`src/hw/trace_arb_pkg.sv`:
```
`default_nettype none
package trace_arb_pkg;

  localparam int MSG_W       = 64;
  localparam int TCODE_W     = 6;
  localparam int QUEUE_DEPTH = 32;
  localparam int RWA_ADDR_W  = 25;
  localparam int ERR_CODE_W  = 5;
  localparam int LINK_W      = 2;

  // Input message codes, and the code of output error report messages
  localparam logic [5:0] TC_DEV_READ   = 6'h38;
  localparam logic [5:0] TC_DEV_WRITE  = 6'h39;
  localparam logic [5:0] TC_RWA_READ   = 6'h07;
  localparam logic [5:0] TC_RWA_WRITE  = 6'h06;
  localparam logic [5:0] TC_REG_ACCESS = 6'h02;
  localparam logic [5:0] TC_ERROR      = 6'h08;

  // Error report codes
  localparam logic [4:0] ERR_OWN_OVR   = 5'h00;
  localparam logic [4:0] ERR_PROG_OVR  = 5'h01;
  localparam logic [4:0] ERR_DATA_OVR  = 5'h02;
  localparam logic [4:0] ERR_INVALID   = 5'h04;
  localparam logic [4:0] ERR_ALL_OVR   = 5'h07;

  // Show-cycle field values that feed program trace
  localparam logic [2:0] SHOW_ALL_FLOW = 3'h5;
  localparam logic [2:0] SHOW_INDIRECT = 3'h6;

  // First address reachable only through the background debug path
  localparam logic [31:0] DEV_PATH_BASE = 32'h0200_0000;

  localparam logic [MSG_W-1:0] MSG_RESET = '0;

  typedef enum logic [2:0] {
    OUT_INVALID   = 3'b000,
    OUT_HANDSHAKE = 3'b001,
    OUT_WATCH     = 3'b010,
    OUT_RWA       = 3'b011,
    OUT_DEV       = 3'b100,
    OUT_QUEUE     = 3'b101,
    OUT_NONE      = 3'b111
  } out_class_e;

  // Trace source slots
  localparam int SRC_OWN  = 0;
  localparam int SRC_PROG = 1;
  localparam int SRC_DATA = 2;
  localparam int SRC_LOW  = 3;
  localparam int NUM_SRC  = 4;

endpackage : trace_arb_pkg
`default_nettype wire

```
`src/hw/trace_msg_fifo.sv`:
```
`timescale 1ns/1ps
`default_nettype none
module trace_msg_fifo #(
  parameter int WIDTH = 64,
  parameter int DEPTH = 32
) (
  input  wire logic             i_ref_clk,
  input  wire logic             i_rstn,
  input  wire logic             i_flush,
  input  wire logic             i_wr_valid,
  output logic                  o_wr_ready,
  input  wire logic [WIDTH-1:0] i_wr_data,
  output logic                  o_rd_valid,
  input  wire logic             i_rd_ready,
  output logic [WIDTH-1:0]      o_rd_data
);
  import trace_arb_pkg::*;

  localparam int AW = $clog2(DEPTH);

  typedef struct packed {
    logic [AW-1:0] wr_ptr;
    logic [AW-1:0] rd_ptr;
    logic [AW:0]   count;
  } fifo_s;

  fifo_s            st_reg;
  fifo_s            st_next;
  logic [WIDTH-1:0] mem [DEPTH];
  logic             do_wr;
  logic             do_rd;

  assign o_wr_ready = (st_reg.count != DEPTH[AW:0]);
  assign o_rd_valid = (st_reg.count != '0);
  assign o_rd_data  = mem[st_reg.rd_ptr];
  assign do_wr      = i_wr_valid && o_wr_ready && !i_flush;
  assign do_rd      = i_rd_ready && o_rd_valid && !i_flush;

  always_comb begin
    st_next = st_reg;
    if (i_flush) begin
      st_next = '0;
    end else begin
      if (do_wr) begin
        st_next.wr_ptr = (st_reg.wr_ptr == AW'(DEPTH - 1)) ? '0 : st_reg.wr_ptr + 1'b1;
      end
      if (do_rd) begin
        st_next.rd_ptr = (st_reg.rd_ptr == AW'(DEPTH - 1)) ? '0 : st_reg.rd_ptr + 1'b1;
      end
      st_next.count = st_reg.count + (AW+1)'(do_wr) - (AW+1)'(do_rd);
    end
  end

  always_ff @(posedge i_ref_clk) begin
    if (!i_rstn) begin
      st_reg <= '0;
    end else begin
      st_reg <= st_next;
    end
  end

  // Storage in entry order, read out oldest first
  always_ff @(posedge i_ref_clk) begin
    if (do_wr) begin
      mem[st_reg.wr_ptr] <= i_wr_data;
    end
  end

endmodule : trace_msg_fifo
`default_nettype wire

```
`src/hw/link_msg_rx.sv`:
```
`timescale 1ns/1ps
`default_nettype none
module link_msg_rx #(
  parameter int MSG_BITS = 64
) (
  input  wire logic                          i_ref_clk,
  input  wire logic                          i_rstn,
  input  wire logic                          i_link_clk,
  input  wire logic [1:0]                    i_link_data,
  input  wire logic                          i_link_frame_n,
  output logic                               o_msg_valid,
  output logic [MSG_BITS-1:0]                o_msg_data,
  output logic [$clog2(MSG_BITS):0]          o_msg_bits
);
  import trace_arb_pkg::*;

  localparam int CW = $clog2(MSG_BITS) + 1;

  typedef struct packed {
    logic [3:0]          sync1;
    logic [3:0]          sync2;
    logic                clk_prev;
    logic                active;
    logic [CW-1:0]       cnt;
    logic [MSG_BITS-1:0] shift;
    logic                msg_valid;
    logic [MSG_BITS-1:0] msg_data;
    logic [CW-1:0]       msg_bits;
  } rx_s;

  rx_s  st_reg;
  rx_s  st_next;
  logic link_rise;

  assign link_rise = st_reg.sync2[3] && !st_reg.clk_prev;

  always_comb begin
    st_next           = st_reg;
    st_next.sync1     = {i_link_clk, i_link_data, i_link_frame_n};
    st_next.sync2     = st_reg.sync1;
    st_next.clk_prev  = st_reg.sync2[3];
    st_next.msg_valid = 1'b0;
    if (link_rise) begin
      if (!st_reg.sync2[0]) begin
        if (st_reg.cnt < CW'(MSG_BITS)) begin
          st_next.shift[st_reg.cnt[CW-2:0] +: 2] = st_reg.sync2[2:1];
          st_next.cnt                          = st_reg.cnt + CW'(2);
        end
        st_next.active = 1'b1;
      end else if (st_reg.active) begin
        // One idle link clock closes the message; the next may start at once
        st_next.msg_valid = 1'b1;
        st_next.msg_data  = st_reg.shift;
        st_next.msg_bits  = st_reg.cnt;
        st_next.active    = 1'b0;
        st_next.cnt       = '0;
        st_next.shift     = '0;
      end
    end
  end

  always_ff @(posedge i_ref_clk) begin
    if (!i_rstn) begin
      st_reg <= '0;
    end else begin
      st_reg <= st_next;
    end
  end

  assign o_msg_valid = st_reg.msg_valid;
  assign o_msg_data  = st_reg.msg_data;
  assign o_msg_bits  = st_reg.msg_bits;

endmodule : link_msg_rx
`default_nettype wire

```
`src/hw/trace_message_queue_arbiter.sv`:
```
// Notes on behaviour
// - Output order: invalid/handshake, watchpoint, access reply, debug reply, queued trace last.
// - Handshake shares top output slot with invalid report; invalid report goes first when both are pending.
// - Queue entry order: overrun error report, promoted data, program, data, low priority, ownership.
// - Entry arbitration never changes the output-side order.
// - Data trace is promoted when program writes would otherwise make it lost.
// - Input messages may follow each other with one idle link clock.
// - Data trace snooped from load/store bus, program trace from peripheral bus.
// - Read/write access requests carry a 25-bit address, lowest 32 Mbytes only.
// - Memory from 0x0200_0000 only via codes 0x38/0x39 to the debug path.
// - Program trace also runs with show-cycle field 0b110.
// - The trace queue holds 32 messages before overflow.
// - Flush mode reports single-kind overrun codes for ownership, program or data; low priority alone or several kinds report 0b00111.
`timescale 1ns/1ps
`default_nettype none
module trace_message_queue_arbiter #(
  parameter int QDEPTH = trace_arb_pkg::QUEUE_DEPTH
) (
  input  wire logic                              i_ref_clk,
  input  wire logic                              i_rstn,
  input  wire logic                              i_link_clk,
  input  wire logic [1:0]                        i_link_data,
  input  wire logic                              i_link_frame_n,
  input  wire logic                              i_prog_valid,
  input  wire logic [trace_arb_pkg::MSG_W-1:0]   i_prog_msg,
  input  wire logic                              i_data_valid,
  input  wire logic [trace_arb_pkg::MSG_W-1:0]   i_data_msg,
  input  wire logic                              i_low_valid,
  input  wire logic [trace_arb_pkg::MSG_W-1:0]   i_low_msg,
  input  wire logic                              i_own_valid,
  input  wire logic [trace_arb_pkg::MSG_W-1:0]   i_own_msg,
  input  wire logic [2:0]                        i_show_cycle_serialise_field,
  input  wire logic                              i_queue_flush_select,
  input  wire logic                              i_hs_valid,
  input  wire logic [trace_arb_pkg::MSG_W-1:0]   i_hs_msg,
  input  wire logic                              i_wp_valid,
  input  wire logic [trace_arb_pkg::MSG_W-1:0]   i_wp_msg,
  input  wire logic                              i_rwa_reply_valid,
  input  wire logic [trace_arb_pkg::MSG_W-1:0]   i_rwa_reply_msg,
  input  wire logic                              i_dev_reply_valid,
  input  wire logic [trace_arb_pkg::MSG_W-1:0]   i_dev_reply_msg,
  input  wire logic                              i_out_ready,
  output logic                                   o_out_valid,
  output logic [2:0]                             o_out_class,
  output logic [trace_arb_pkg::MSG_W-1:0]        o_out_msg,
  output logic                                   o_rwa_req,
  output logic                                   o_rwa_write,
  output logic [trace_arb_pkg::RWA_ADDR_W-1:0]   o_rwa_addr,
  output logic [trace_arb_pkg::MSG_W-1:0]        o_rwa_payload,
  output logic                                   o_dev_req,
  output logic                                   o_dev_write,
  output logic [trace_arb_pkg::MSG_W-1:0]        o_dev_payload,
  output logic                                   o_reg_req,
  output logic [trace_arb_pkg::MSG_W-1:0]        o_reg_payload
);
  import trace_arb_pkg::*;
  localparam int BW = $clog2(MSG_W) + 1;
  typedef struct packed {
    logic [NUM_SRC-1:0]            src_pend;
    logic [NUM_SRC-1:0][MSG_W-1:0] src_msg;
    logic                          data_promote;
    logic [NUM_SRC-1:0]            lost;
    logic                          err_pend;
    logic                          inv_pend;
    logic                          hs_pend;
    logic [MSG_W-1:0]              hs_msg;
    logic                          wp_pend;
    logic [MSG_W-1:0]              wp_msg;
    logic                          rwa_pend;
    logic [MSG_W-1:0]              rwa_msg;
    logic                          dev_pend;
    logic [MSG_W-1:0]              dev_msg;
    logic                          out_valid;
    logic [2:0]                    out_class;
    logic [MSG_W-1:0]              out_msg;
    logic                          rwa_req;
    logic                          rwa_write;
    logic [RWA_ADDR_W-1:0]         rwa_addr;
    logic [MSG_W-1:0]              rwa_payload;
    logic                          dev_req;
    logic                          dev_write;
    logic [MSG_W-1:0]              dev_payload;
    logic                          reg_req;
    logic [MSG_W-1:0]              reg_payload;
  } arb_s;
  arb_s               st_reg;
  arb_s               st_next;
  logic               rx_valid;
  logic [MSG_W-1:0]   rx_data;
  logic [BW-1:0]      rx_bits;
  logic               q_wr_valid;
  logic               q_wr_ready;
  logic [MSG_W-1:0]   q_wr_data;
  logic               q_rd_valid;
  logic               q_rd_ready;
  logic [MSG_W-1:0]   q_rd_data;
  logic               q_flush;
  logic               prog_en;
  logic [NUM_SRC-1:0] src_in;
  logic [NUM_SRC-1:0][MSG_W-1:0] src_in_msg;
  logic [NUM_SRC-1:0] src_grant;
  logic               err_grant;
  logic [NUM_SRC-1:0] lost_now;
  logic [NUM_SRC-1:0] lost_all;
  logic               out_free;
  logic [5:0]         rx_tcode;
  function automatic logic [MSG_W-1:0] error_msg(input logic [4:0] code);
    error_msg = {{(MSG_W-TCODE_W-ERR_CODE_W){1'b0}}, code, TC_ERROR};
  endfunction : error_msg
  function automatic logic [4:0] overrun_code(input logic [NUM_SRC-1:0] kinds, input logic flush_mode);
    overrun_code = ERR_ALL_OVR;
    if (flush_mode) begin
      case (kinds)
        4'b0001: overrun_code = ERR_OWN_OVR;
        4'b0010: overrun_code = ERR_PROG_OVR;
        4'b0100: overrun_code = ERR_DATA_OVR;
        default: overrun_code = ERR_ALL_OVR;
      endcase
    end
  endfunction : overrun_code
  link_msg_rx #(
    .MSG_BITS (MSG_W)
  ) u_link_rx (
    .i_ref_clk      (i_ref_clk),
    .i_rstn         (i_rstn),
    .i_link_clk     (i_link_clk),
    .i_link_data    (i_link_data),
    .i_link_frame_n (i_link_frame_n),
    .o_msg_valid    (rx_valid),
    .o_msg_data     (rx_data),
    .o_msg_bits     (rx_bits)
  );
  trace_msg_fifo #(
    .WIDTH (MSG_W),
    .DEPTH (QDEPTH)
  ) u_queue (
    .i_ref_clk  (i_ref_clk),
    .i_rstn     (i_rstn),
    .i_flush    (q_flush),
    .i_wr_valid (q_wr_valid),
    .o_wr_ready (q_wr_ready),
    .i_wr_data  (q_wr_data),
    .o_rd_valid (q_rd_valid),
    .i_rd_ready (q_rd_ready),
    .o_rd_data  (q_rd_data)
  );
  assign rx_tcode = rx_data[TCODE_W-1:0];
  // Program trace follows either supported show-cycle setting
  assign prog_en = (i_show_cycle_serialise_field == SHOW_ALL_FLOW) ||
                   (i_show_cycle_serialise_field == SHOW_INDIRECT);
  // Data from load/store bus snoop, program from peripheral bus snoop
  assign src_in[SRC_OWN]      = i_own_valid;
  assign src_in[SRC_PROG]     = i_prog_valid && prog_en;
  assign src_in[SRC_DATA]     = i_data_valid;
  assign src_in[SRC_LOW]      = i_low_valid;
  assign src_in_msg[SRC_OWN]  = i_own_msg;
  assign src_in_msg[SRC_PROG] = i_prog_msg;
  assign src_in_msg[SRC_DATA] = i_data_msg;
  assign src_in_msg[SRC_LOW]  = i_low_msg;
  // Queue-entry arbitration, independent of output arbitration
  always_comb begin
    src_grant = '0;
    err_grant = 1'b0;
    q_wr_data = MSG_RESET;
    if (q_wr_ready && !q_flush) begin
      if (st_reg.err_pend) begin
        err_grant = 1'b1;
        q_wr_data = error_msg(overrun_code(st_reg.lost, i_queue_flush_select));
      end else if (st_reg.src_pend[SRC_DATA] && st_reg.data_promote) begin
        src_grant[SRC_DATA] = 1'b1;
      end else if (st_reg.src_pend[SRC_PROG]) begin
        src_grant[SRC_PROG] = 1'b1;
      end else if (st_reg.src_pend[SRC_DATA]) begin
        src_grant[SRC_DATA] = 1'b1;
      end else if (st_reg.src_pend[SRC_LOW]) begin
        src_grant[SRC_LOW] = 1'b1;
      end else if (st_reg.src_pend[SRC_OWN]) begin
        src_grant[SRC_OWN] = 1'b1;
      end
      for (int s = 0; s < NUM_SRC; s++) begin
        if (src_grant[s]) begin
          q_wr_data = st_reg.src_msg[s];
        end
      end
    end
    q_wr_valid = err_grant || (src_grant != '0);
  end
  // A new message meeting a still-held one of its kind is discarded; a flush cycle grants none
  assign lost_now = src_in & st_reg.src_pend & ~src_grant;
  assign lost_all = (err_grant ? '0 : st_reg.lost) | lost_now;
  assign q_flush  = ((src_in & st_reg.src_pend) != '0) && i_queue_flush_select;
  // Output side keeps its fixed order whatever the entry side does
  assign out_free   = !st_reg.out_valid || i_out_ready;
  assign q_rd_ready = out_free && !(st_reg.inv_pend || st_reg.hs_pend || st_reg.wp_pend ||
                                    st_reg.rwa_pend || st_reg.dev_pend);
  always_comb begin
    st_next         = st_reg;
    st_next.rwa_req = 1'b0;
    st_next.dev_req = 1'b0;
    st_next.reg_req = 1'b0;

    for (int s = 0; s < NUM_SRC; s++) begin
      if (src_grant[s]) begin
        st_next.src_pend[s] = 1'b0;
      end
      if (src_in[s] && (!st_reg.src_pend[s] || src_grant[s])) begin
        st_next.src_pend[s] = 1'b1;
        st_next.src_msg[s]  = src_in_msg[s];
      end
    end

    // Promote held data once program trace has taken the queue slot over it
    if (src_grant[SRC_DATA]) begin
      st_next.data_promote = 1'b0;
    end else if (src_grant[SRC_PROG] && st_reg.src_pend[SRC_DATA]) begin
      st_next.data_promote = 1'b1;
    end

    st_next.lost = lost_all;
    if (lost_now != '0) begin
      st_next.err_pend = 1'b1;
    end else if (err_grant) begin
      st_next.err_pend = 1'b0;
    end

    // Decode of tool input messages
    if (rx_valid) begin
      if (rx_bits < BW'(TCODE_W)) begin
        st_next.inv_pend = 1'b1;
      end else begin
        case (rx_tcode)
          TC_DEV_READ, TC_DEV_WRITE: begin
            st_next.dev_req     = 1'b1;
            st_next.dev_write   = (rx_tcode == TC_DEV_WRITE);
            st_next.dev_payload = {{TCODE_W{1'b0}}, rx_data[MSG_W-1:TCODE_W]};
          end
          TC_RWA_READ, TC_RWA_WRITE: begin
            // Address field is only 25 bits wide, so it stays below DEV_PATH_BASE
            st_next.rwa_req     = 1'b1;
            st_next.rwa_write   = (rx_tcode == TC_RWA_WRITE);
            st_next.rwa_addr    = rx_data[TCODE_W +: RWA_ADDR_W];
            st_next.rwa_payload = {{(TCODE_W+RWA_ADDR_W){1'b0}}, rx_data[MSG_W-1:TCODE_W+RWA_ADDR_W]};
          end
          TC_REG_ACCESS: begin
            st_next.reg_req     = 1'b1;
            st_next.reg_payload = {{TCODE_W{1'b0}}, rx_data[MSG_W-1:TCODE_W]};
          end
          default: begin
            st_next.inv_pend = 1'b1;
          end
        endcase
      end
    end

    if (i_hs_valid && !st_reg.hs_pend) begin
      st_next.hs_pend = 1'b1;
      st_next.hs_msg  = i_hs_msg;
    end
    if (i_wp_valid && !st_reg.wp_pend) begin
      st_next.wp_pend = 1'b1;
      st_next.wp_msg  = i_wp_msg;
    end
    if (i_rwa_reply_valid && !st_reg.rwa_pend) begin
      st_next.rwa_pend = 1'b1;
      st_next.rwa_msg  = i_rwa_reply_msg;
    end
    if (i_dev_reply_valid && !st_reg.dev_pend) begin
      st_next.dev_pend = 1'b1;
      st_next.dev_msg  = i_dev_reply_msg;
    end

    // Output arbiter; invalid report wins over handshake when both are pending
    if (out_free) begin
      st_next.out_valid = 1'b1;
      if (st_reg.inv_pend) begin
        st_next.out_class = OUT_INVALID;
        st_next.out_msg   = error_msg(ERR_INVALID);
        st_next.inv_pend  = rx_valid && ((rx_bits < BW'(TCODE_W)) || !(rx_tcode inside
                            {TC_DEV_READ, TC_DEV_WRITE, TC_RWA_READ, TC_RWA_WRITE, TC_REG_ACCESS}));
      end else if (st_reg.hs_pend) begin
        st_next.out_class = OUT_HANDSHAKE;
        st_next.out_msg   = st_reg.hs_msg;
        st_next.hs_pend   = i_hs_valid;
        st_next.hs_msg    = i_hs_msg;
      end else if (st_reg.wp_pend) begin
        st_next.out_class = OUT_WATCH;
        st_next.out_msg   = st_reg.wp_msg;
        st_next.wp_pend   = i_wp_valid;
        st_next.wp_msg    = i_wp_msg;
      end else if (st_reg.rwa_pend) begin
        st_next.out_class = OUT_RWA;
        st_next.out_msg   = st_reg.rwa_msg;
        st_next.rwa_pend  = i_rwa_reply_valid;
        st_next.rwa_msg   = i_rwa_reply_msg;
      end else if (st_reg.dev_pend) begin
        st_next.out_class = OUT_DEV;
        st_next.out_msg   = st_reg.dev_msg;
        st_next.dev_pend  = i_dev_reply_valid;
        st_next.dev_msg   = i_dev_reply_msg;
      end else if (q_rd_valid) begin
        st_next.out_class = OUT_QUEUE;
        st_next.out_msg   = q_rd_data;
      end else begin
        st_next.out_valid = 1'b0;
        st_next.out_class = OUT_NONE;
      end
    end
  end
  always_ff @(posedge i_ref_clk) begin
    if (!i_rstn) begin
      st_reg           <= '0;
      st_reg.out_class <= OUT_NONE;
    end else begin
      st_reg <= st_next;
    end
  end
  assign o_out_valid   = st_reg.out_valid;
  assign o_out_class   = st_reg.out_class;
  assign o_out_msg     = st_reg.out_msg;
  assign o_rwa_req     = st_reg.rwa_req;
  assign o_rwa_write   = st_reg.rwa_write;
  assign o_rwa_addr    = st_reg.rwa_addr;
  assign o_rwa_payload = st_reg.rwa_payload;
  assign o_dev_req     = st_reg.dev_req;
  assign o_dev_write   = st_reg.dev_write;
  assign o_dev_payload = st_reg.dev_payload;
  assign o_reg_req     = st_reg.reg_req;
  assign o_reg_payload = st_reg.reg_payload;
endmodule : trace_message_queue_arbiter
`default_nettype wire

```
`config.mk`:
```
export PLATFORM = sky130hd
export DESIGN_NAME = trace_message_queue_arbiter
export DESIGN_NICKNAME = d
export VERILOG_FILES = /design/src/hw/trace_arb_pkg.sv /design/src/hw/trace_msg_fifo.sv /design/src/hw/link_msg_rx.sv /design/src/hw/trace_message_queue_arbiter.sv
export SDC_FILE = /design/constraint.sdc
export NUM_CORES = 2
export LEC_CHECK = 0
export CORE_ASPECT_RATIO = 1.2
export CORE_MARGIN = 2
export CORE_UTILIZATION = 30
export DETAILED_ROUTE_END_ITERATION = 16
export DONT_BUFFER_PORTS = 1
export SYNTH_ARGS = -nofsm -noshare
export SYNTH_HDL_FRONTEND = slang
export SYNTH_SLANG_ARGS = --single-unit
```
`constraint.sdc`:
```
create_clock -name i_ref_clk -period 7.1 [get_ports i_ref_clk]
set_input_delay 0.355 -clock i_ref_clk [delete_from_list [all_inputs] [get_ports i_ref_clk]]
set_output_delay 0.355 -clock i_ref_clk [all_outputs]
set_load 0.02 [all_outputs]
```
# Word-level counts from Yosys, hierarchy flattened
# Memory sizes are Yosys's and may differ from the RTL's. A register that Yosys moved wholly into a read port is not among the register bits.
# Cells that the tools add are included.
[totals]
ramBits = 2048
word_cells = 221
register_bits = 943
mem_count = 1
input_bits = 531
[memory_table]
columns = ["name", "words", "width", "rd", "rd_ports_with_merged_regs", "write_ports", "line_no", "source"]
rows = [
  ["u_queue.mem", 32, 64, 1, 1, 1, "trace_msg_fifo.sv:29", "logic [WIDTH-1:0] mem [DEPTH];"],
]
[classes]
n_reduce_logical = 70
magnitude_cmp = 2
bitwise = 7
n_addsub = 6
mux = 75
n_shift = 2
eq_ne = 14
[ops]
columns = ["op", "count"]
rows = [
  ["$mux W65", 9],
  ["$mux W64", 6],
  ["$mux W329", 1],
  ["$mux W67", 4],
  ["$mux W261", 1],
  ["$mux W66", 3],
  ["$mux W196", 1],
  ["$mux W143", 1],
  ["$mux W131", 1],
  ["$mux W91", 1],
  ["$mux W72", 1],
  ["$mux W71", 1],
  ["$bwmux W64", 1],
  ["$shift A2 B8 Y64 const A", 1],
  ["$shiftx A2 B8 Y64", 1],
  ["$mux W1", 30],
  ["$logic_and A1 B1 Y1", 20],
  ["$mux W5", 4],
  ["$reduce_and A3 Y1", 6],
  ["$mux W4", 4],
  ["$logic_not A1 Y1", 13],
  ["$eq A6 B3 Y1 const B", 2],
  ["$eq A6 B6 Y1 const B", 2],
  ["$logic_or A1 B1 Y1", 12],
  ["other kinds (31)", 50],
]

# Depth between registers and ports, before layout
[depth]
word_depth = 16
depth_mapped = 15
ltp_nobuf = 15

# Modules after synthesis
# Synthesis repeated with hierarchy kept, for this count alone.
[unflattened]
hier_cells = 8663
area_unflattened_um2 = 120199.0
[modules_own_cells]
columns = ["module", "instances", "cells_per_inst", "area_per_inst_um2"]
rows = [
  ["trace_msg_fifo", 1, 3619, 78502.8],
  ["trace_message_queue_arbiter", 1, 4235, 35073.6],
  ["link_msg_rx", 1, 809, 6622.6],
]

# Worst setup path before layout
# OpenSTA, ideal clock, no wires.
[synth_path]
path_type = "register -> register"
startpoint = "register u_queue.st_reg[2] (netlist name)"
endpoint = "memory u_queue.mem[13][0], enable pin"
path_slack_ps = 2116
t_arrival_ps = 4498
stages_incl_launch_ff = 9
synth_period_minus_slack_ps = 4984
cell_sequence = "dfxtp_1 inv_1 ha_1 nor4bb_1 a211oi_2 and2_1 clkbuf_1 nand3_1 nor2_1"
[synth_between]
elab_chain_len = 9
word_cells_on_any_way = 10
classes_between = "eq/ne: 1; mux: 4; reduce/logical: 5"
[synth_rtl]
columns = ["element", "line_no", "source"]
rows = [
  ["from (decl)", "trace_msg_fifo.sv:27", "fifo_s st_reg;"],
  ["from (signal assigned)", "trace_msg_fifo.sv:58", "st_reg <= st_next;"],
  ["$ne A6 B6 Y1 (*)", "trace_msg_fifo.sv:33", "assign o_wr_ready = (st_reg.count != DEPTH[AW:0]);"],
  ["$logic_and A1 B1 Y1", "trace_message_queue_arbiter.sv:165", "if (q_wr_ready && !q_flush) begin"],
  ["$mux W4", "trace_message_queue_arbiter.sv:165", ""],
  ["$reduce_bool A4 Y1", "trace_message_queue_arbiter.sv:186", "q_wr_valid = err_grant || (src_grant != '0);"],
  ["$logic_or A1 B1 Y1", "trace_message_queue_arbiter.sv:186", ""],
  ["$logic_and A1 B1 Y1 (*) (2 in series)", "trace_msg_fifo.sv:36", "assign do_wr = i_wr_valid && o_wr_ready && !i_flush;"],
  ["$mux W1 (*)", "trace_msg_fifo.sv:64", "if (do_wr) begin"],
  ["$mux W1 (implied by the code) (*)", "trace_msg_fifo.sv:65", "mem[st_reg.wr_ptr] <= i_wr_data;"],
  ["to (decl)", "trace_msg_fifo.sv:29", ""],
]
# Every way passes the cells marked *; elsewhere a longest branch is shown, timed or not.

# Final worst setup path
[layout_path]
startpoint = "register u_queue.st_reg[2] (netlist name)"
endpoint = "memory u_queue.mem[19][54], enable pin"
# Same word-level chain as after synthesis.

==> flow_metrics.tcl <==
set metrics [dict create \
    reg2reg_from "u_queue.st_reg[2]" \
    gr-total-overflow 0 \
    grt_pass1_vias 73920 \
    core_area_um2 392200 \
    rrSetupSlack_ps 1790 \
    outcome "finished with violations" \
    drc_errors 0 \
    clk_pin_slew_ps 60 \
    antenna_left 0 \
    min_period_over_period_pct 74.75 \
    cts.sinks 2994 \
    powerDensity_nw_per_um2 292.6 \
    drive_gt1_share_pct 15.00 \
    ys.flop_type "edfxtp_1" \
    dpl_cell_area_um2 123200 \
    yosysUniqueCellTypes 80 \
    drt-total-wl_mm 412.6 \
    holdCritPathClass "in -> reg" \
    cts_tree "built" \
    async_reset_ff_share_pct 0 \
    reg2reg_to "u_queue.mem[19][54]" \
    hold_violations 0 \
    cts_root_buf "clkbuf_16" \
    crit_type "reg -> reg" \
    port_buffers 0 \
    netlist_area_um2 118200 \
    viasPerCell 5.275 \
    rsz0062_at_grt "false" \
    synth_top_area_share_pct 52.05 \
    seq_area_frac_synth_pct 68.08 \
    pin_count 821 \
    slew_violations 119 \
    row_count 252 \
    areaGrowthSynthToFinish_pct 17.28 \
    clock.fmax_ghz 0.1884 \
    crit_path_start_kind "flop" \
    worstPathArrival_ps 5800 \
    finalSetupViolCount 0 \
    maxCapViolCount 1 \
    grt_pass1_wl_mm 569.0 \
    synth.area.top_cells "edfxtp_1, dfxtp_1, mux4_2" \
    cts_buffer_depth 4 \
    syn_area_per_cell_um2 13.96 \
    antenna_found_initial 87 \
    critPathLaunch "u_queue.st_reg[2]" \
    largest_register_ffs 2048 \
    p_leak_uw 0.04429 \
    die_area_um2 398900 \
    worst_pin_slew_ps 1574 \
    crit_end "u_queue.mem[19][54]" \
    yosys_warnings 0 \
    synth_edf_count 2048 \
    wire_per_inst_um 29.05 \
    die_h_um 691.5 \
    relSlewSlack_pct -6.033 \
    fin_crit_ps 5307 \
    fill_cells 36980 \
    violations "capacitance limit, slew limit" \
    synth_most_common_cell "edfxtp_1" \
    grt_use_total_pct 19.93 \
    htree_levels 5 \
    skew_ps 76.29 \
    num_vias 74920 \
    grt_max_degree 523 \
    insertion_delay_ps 900 \
    worstPathRequired_ps 7600 \
    r2r_cells 9 \
    stdcell_area_um2 138600 \
    yosysTopAreaCell "edfxtp_1" \
    firstDrtPassIters 10 \
    register_area_um2 80460 \
    cts-buffers-inserted 296 \
    drt_iter0_markers 8479 \
    netlist_top_cells_count "edfxtp_1, nand2_1, dfxtp_1, a21oi_1, mux4_2" \
    syn_inst 8462 \
    multi_input_area_um2 34080 \
    gp_congestion 0.9034 \
    ys_ff_latch 2994 \
    worstSetupEndpointType "flop" \
    finalNetCount 9266 \
    initial_core_util_pct 30.12 \
    ir_drop_mv 0.2163 \
    p_total_uw 40550 \
    die_w_um 576.9 \
    place_hpwl_mm 278.1 \
    finalSetupTns_ps 0 \
    crit_path_max_fanout 21 \
]
-- cells by family (layout without fill, tap and decap cells) --
logic type / after synthesis / count (layout) / synth area share, %
AO/OA/AOI/OAI: 1262 / 1262 / 6.905
XOR/XNOR: 11 / 11 / 0.08154
adder cells (fa/ha/maj): 22 / 22 / 0.2393
buffers and inverters: 907 / 1347 / 3.900
flip-flops: 2994 / 2994 / 68.08
multiplexers: 830 / 830 / 12.25
other: 1 / 93 / 0.003174
AND/OR/NAND/NOR: 2435 / 2435 / 8.543
-- worst max-delay path, cell delays in order (launching register included) --
cell      delay (ps)
dfxtp_1          380
inv_1            100
ha_1             230
nor4bb_1         220
buf_4            180
a211oi_2         500
and2_1           640
nand3_1          870
nor2_4          1270
buf_4            490
-- layout make-up --
class	count	area share, %
Clock buffer	383	5.913
Tap cell	5207	4.702
Antenna cell	50	0.09029
Inverter	50	0.1427
Sequential cell	2994	58.07
Timing Repair Buffer	768	5.347
Clock inverter	146	1.144
Multi-Input combinational cell	4603	24.60
-- how the worst min path moves through the flow --
stage                     slack (ps)                     end  cells after the start              startpoint
final                             80           o_out_msg[28]                      3                  i_rstn
after global routing             -40             st_reg[551]                      1                  i_rstn
after CTS                         40             st_reg[553]                      1                  i_rstn
after detailed placement         440             st_reg[511]                      2             st_reg[511]
after global placement           440             st_reg[442]                      2             st_reg[442]
after floorplan                  410  u_link_rx.st_next[144]                      1  u_link_rx.st_next[148]
-- metrics by stage --
step	hold slack, ps	setup slack (ps)	cells	util [%]
2_1_floorplan	411.9	2116	8504	-
3_3_place_gp	439.7	1818	13080	31.41
3_5_place_dp	442.5	1709	13080	31.42
4_1_cts	35.88	1644	14150	35.30
5_1_grt	-36.75	1607	14190	35.32
6_report	79.92	1793	14200	35.33
-- timing repair --
action / in CTS / in global routing
hold endpoints to repair: 560 / 0
setup buffers: 0 / 0
resized for setup: 0 / 0
hold buffers: 542 / 0
-- layer usage --
layer / vias to the layer above / GRT usage (%) / routed length, um
li1: 31850 / - / -
met4: 48 / 11.71 / 27530
met3: 879 / 4.528 / 35840
met1: 38250 / 23.21 / 148600
met2: 3887 / 33.53 / 200300
met5: - / 0 / 286
-- cells in the final DEF, fill, tap and decap left out, types with 43 or more instances in the layout --
cell / netlist / final
mux4_2: 491 / 491
a221o_1: 43 / 43
edfxtp_1: 2048 / 2048
inv_1: 49 / 47
diode_2: 0 / 50
clkbuf_1: 431 / 48
conb_1: 1 / 43
clkbuf_16: 0 / 303
nand2_1: 1812 / 1810
nand2b_1: 51 / 51
a222oi_1: 61 / 61
o21ai_0: 46 / 43
a21oi_1: 651 / 586
a211oi_1: 49 / 48
mux2i_1: 325 / 323
dlygate4sd3_1: 0 / 541
nand3_1: 167 / 166
o22ai_1: 61 / 61
nor2_1: 179 / 142
a21oi_2: 0 / 53
buf_4: 291 / 203
dfxtp_1: 946 / 939
-- power breakdown --
group          total (uW)  switching [uW]  leakage, uW  internal (uW)
Combinational        4470            2950       0.0131           1510
Clock               16100            6890      0.00480           9250
Sequential          19900             621       0.0264          19300
Note: power is estimated with default switching activity, not from simulation.
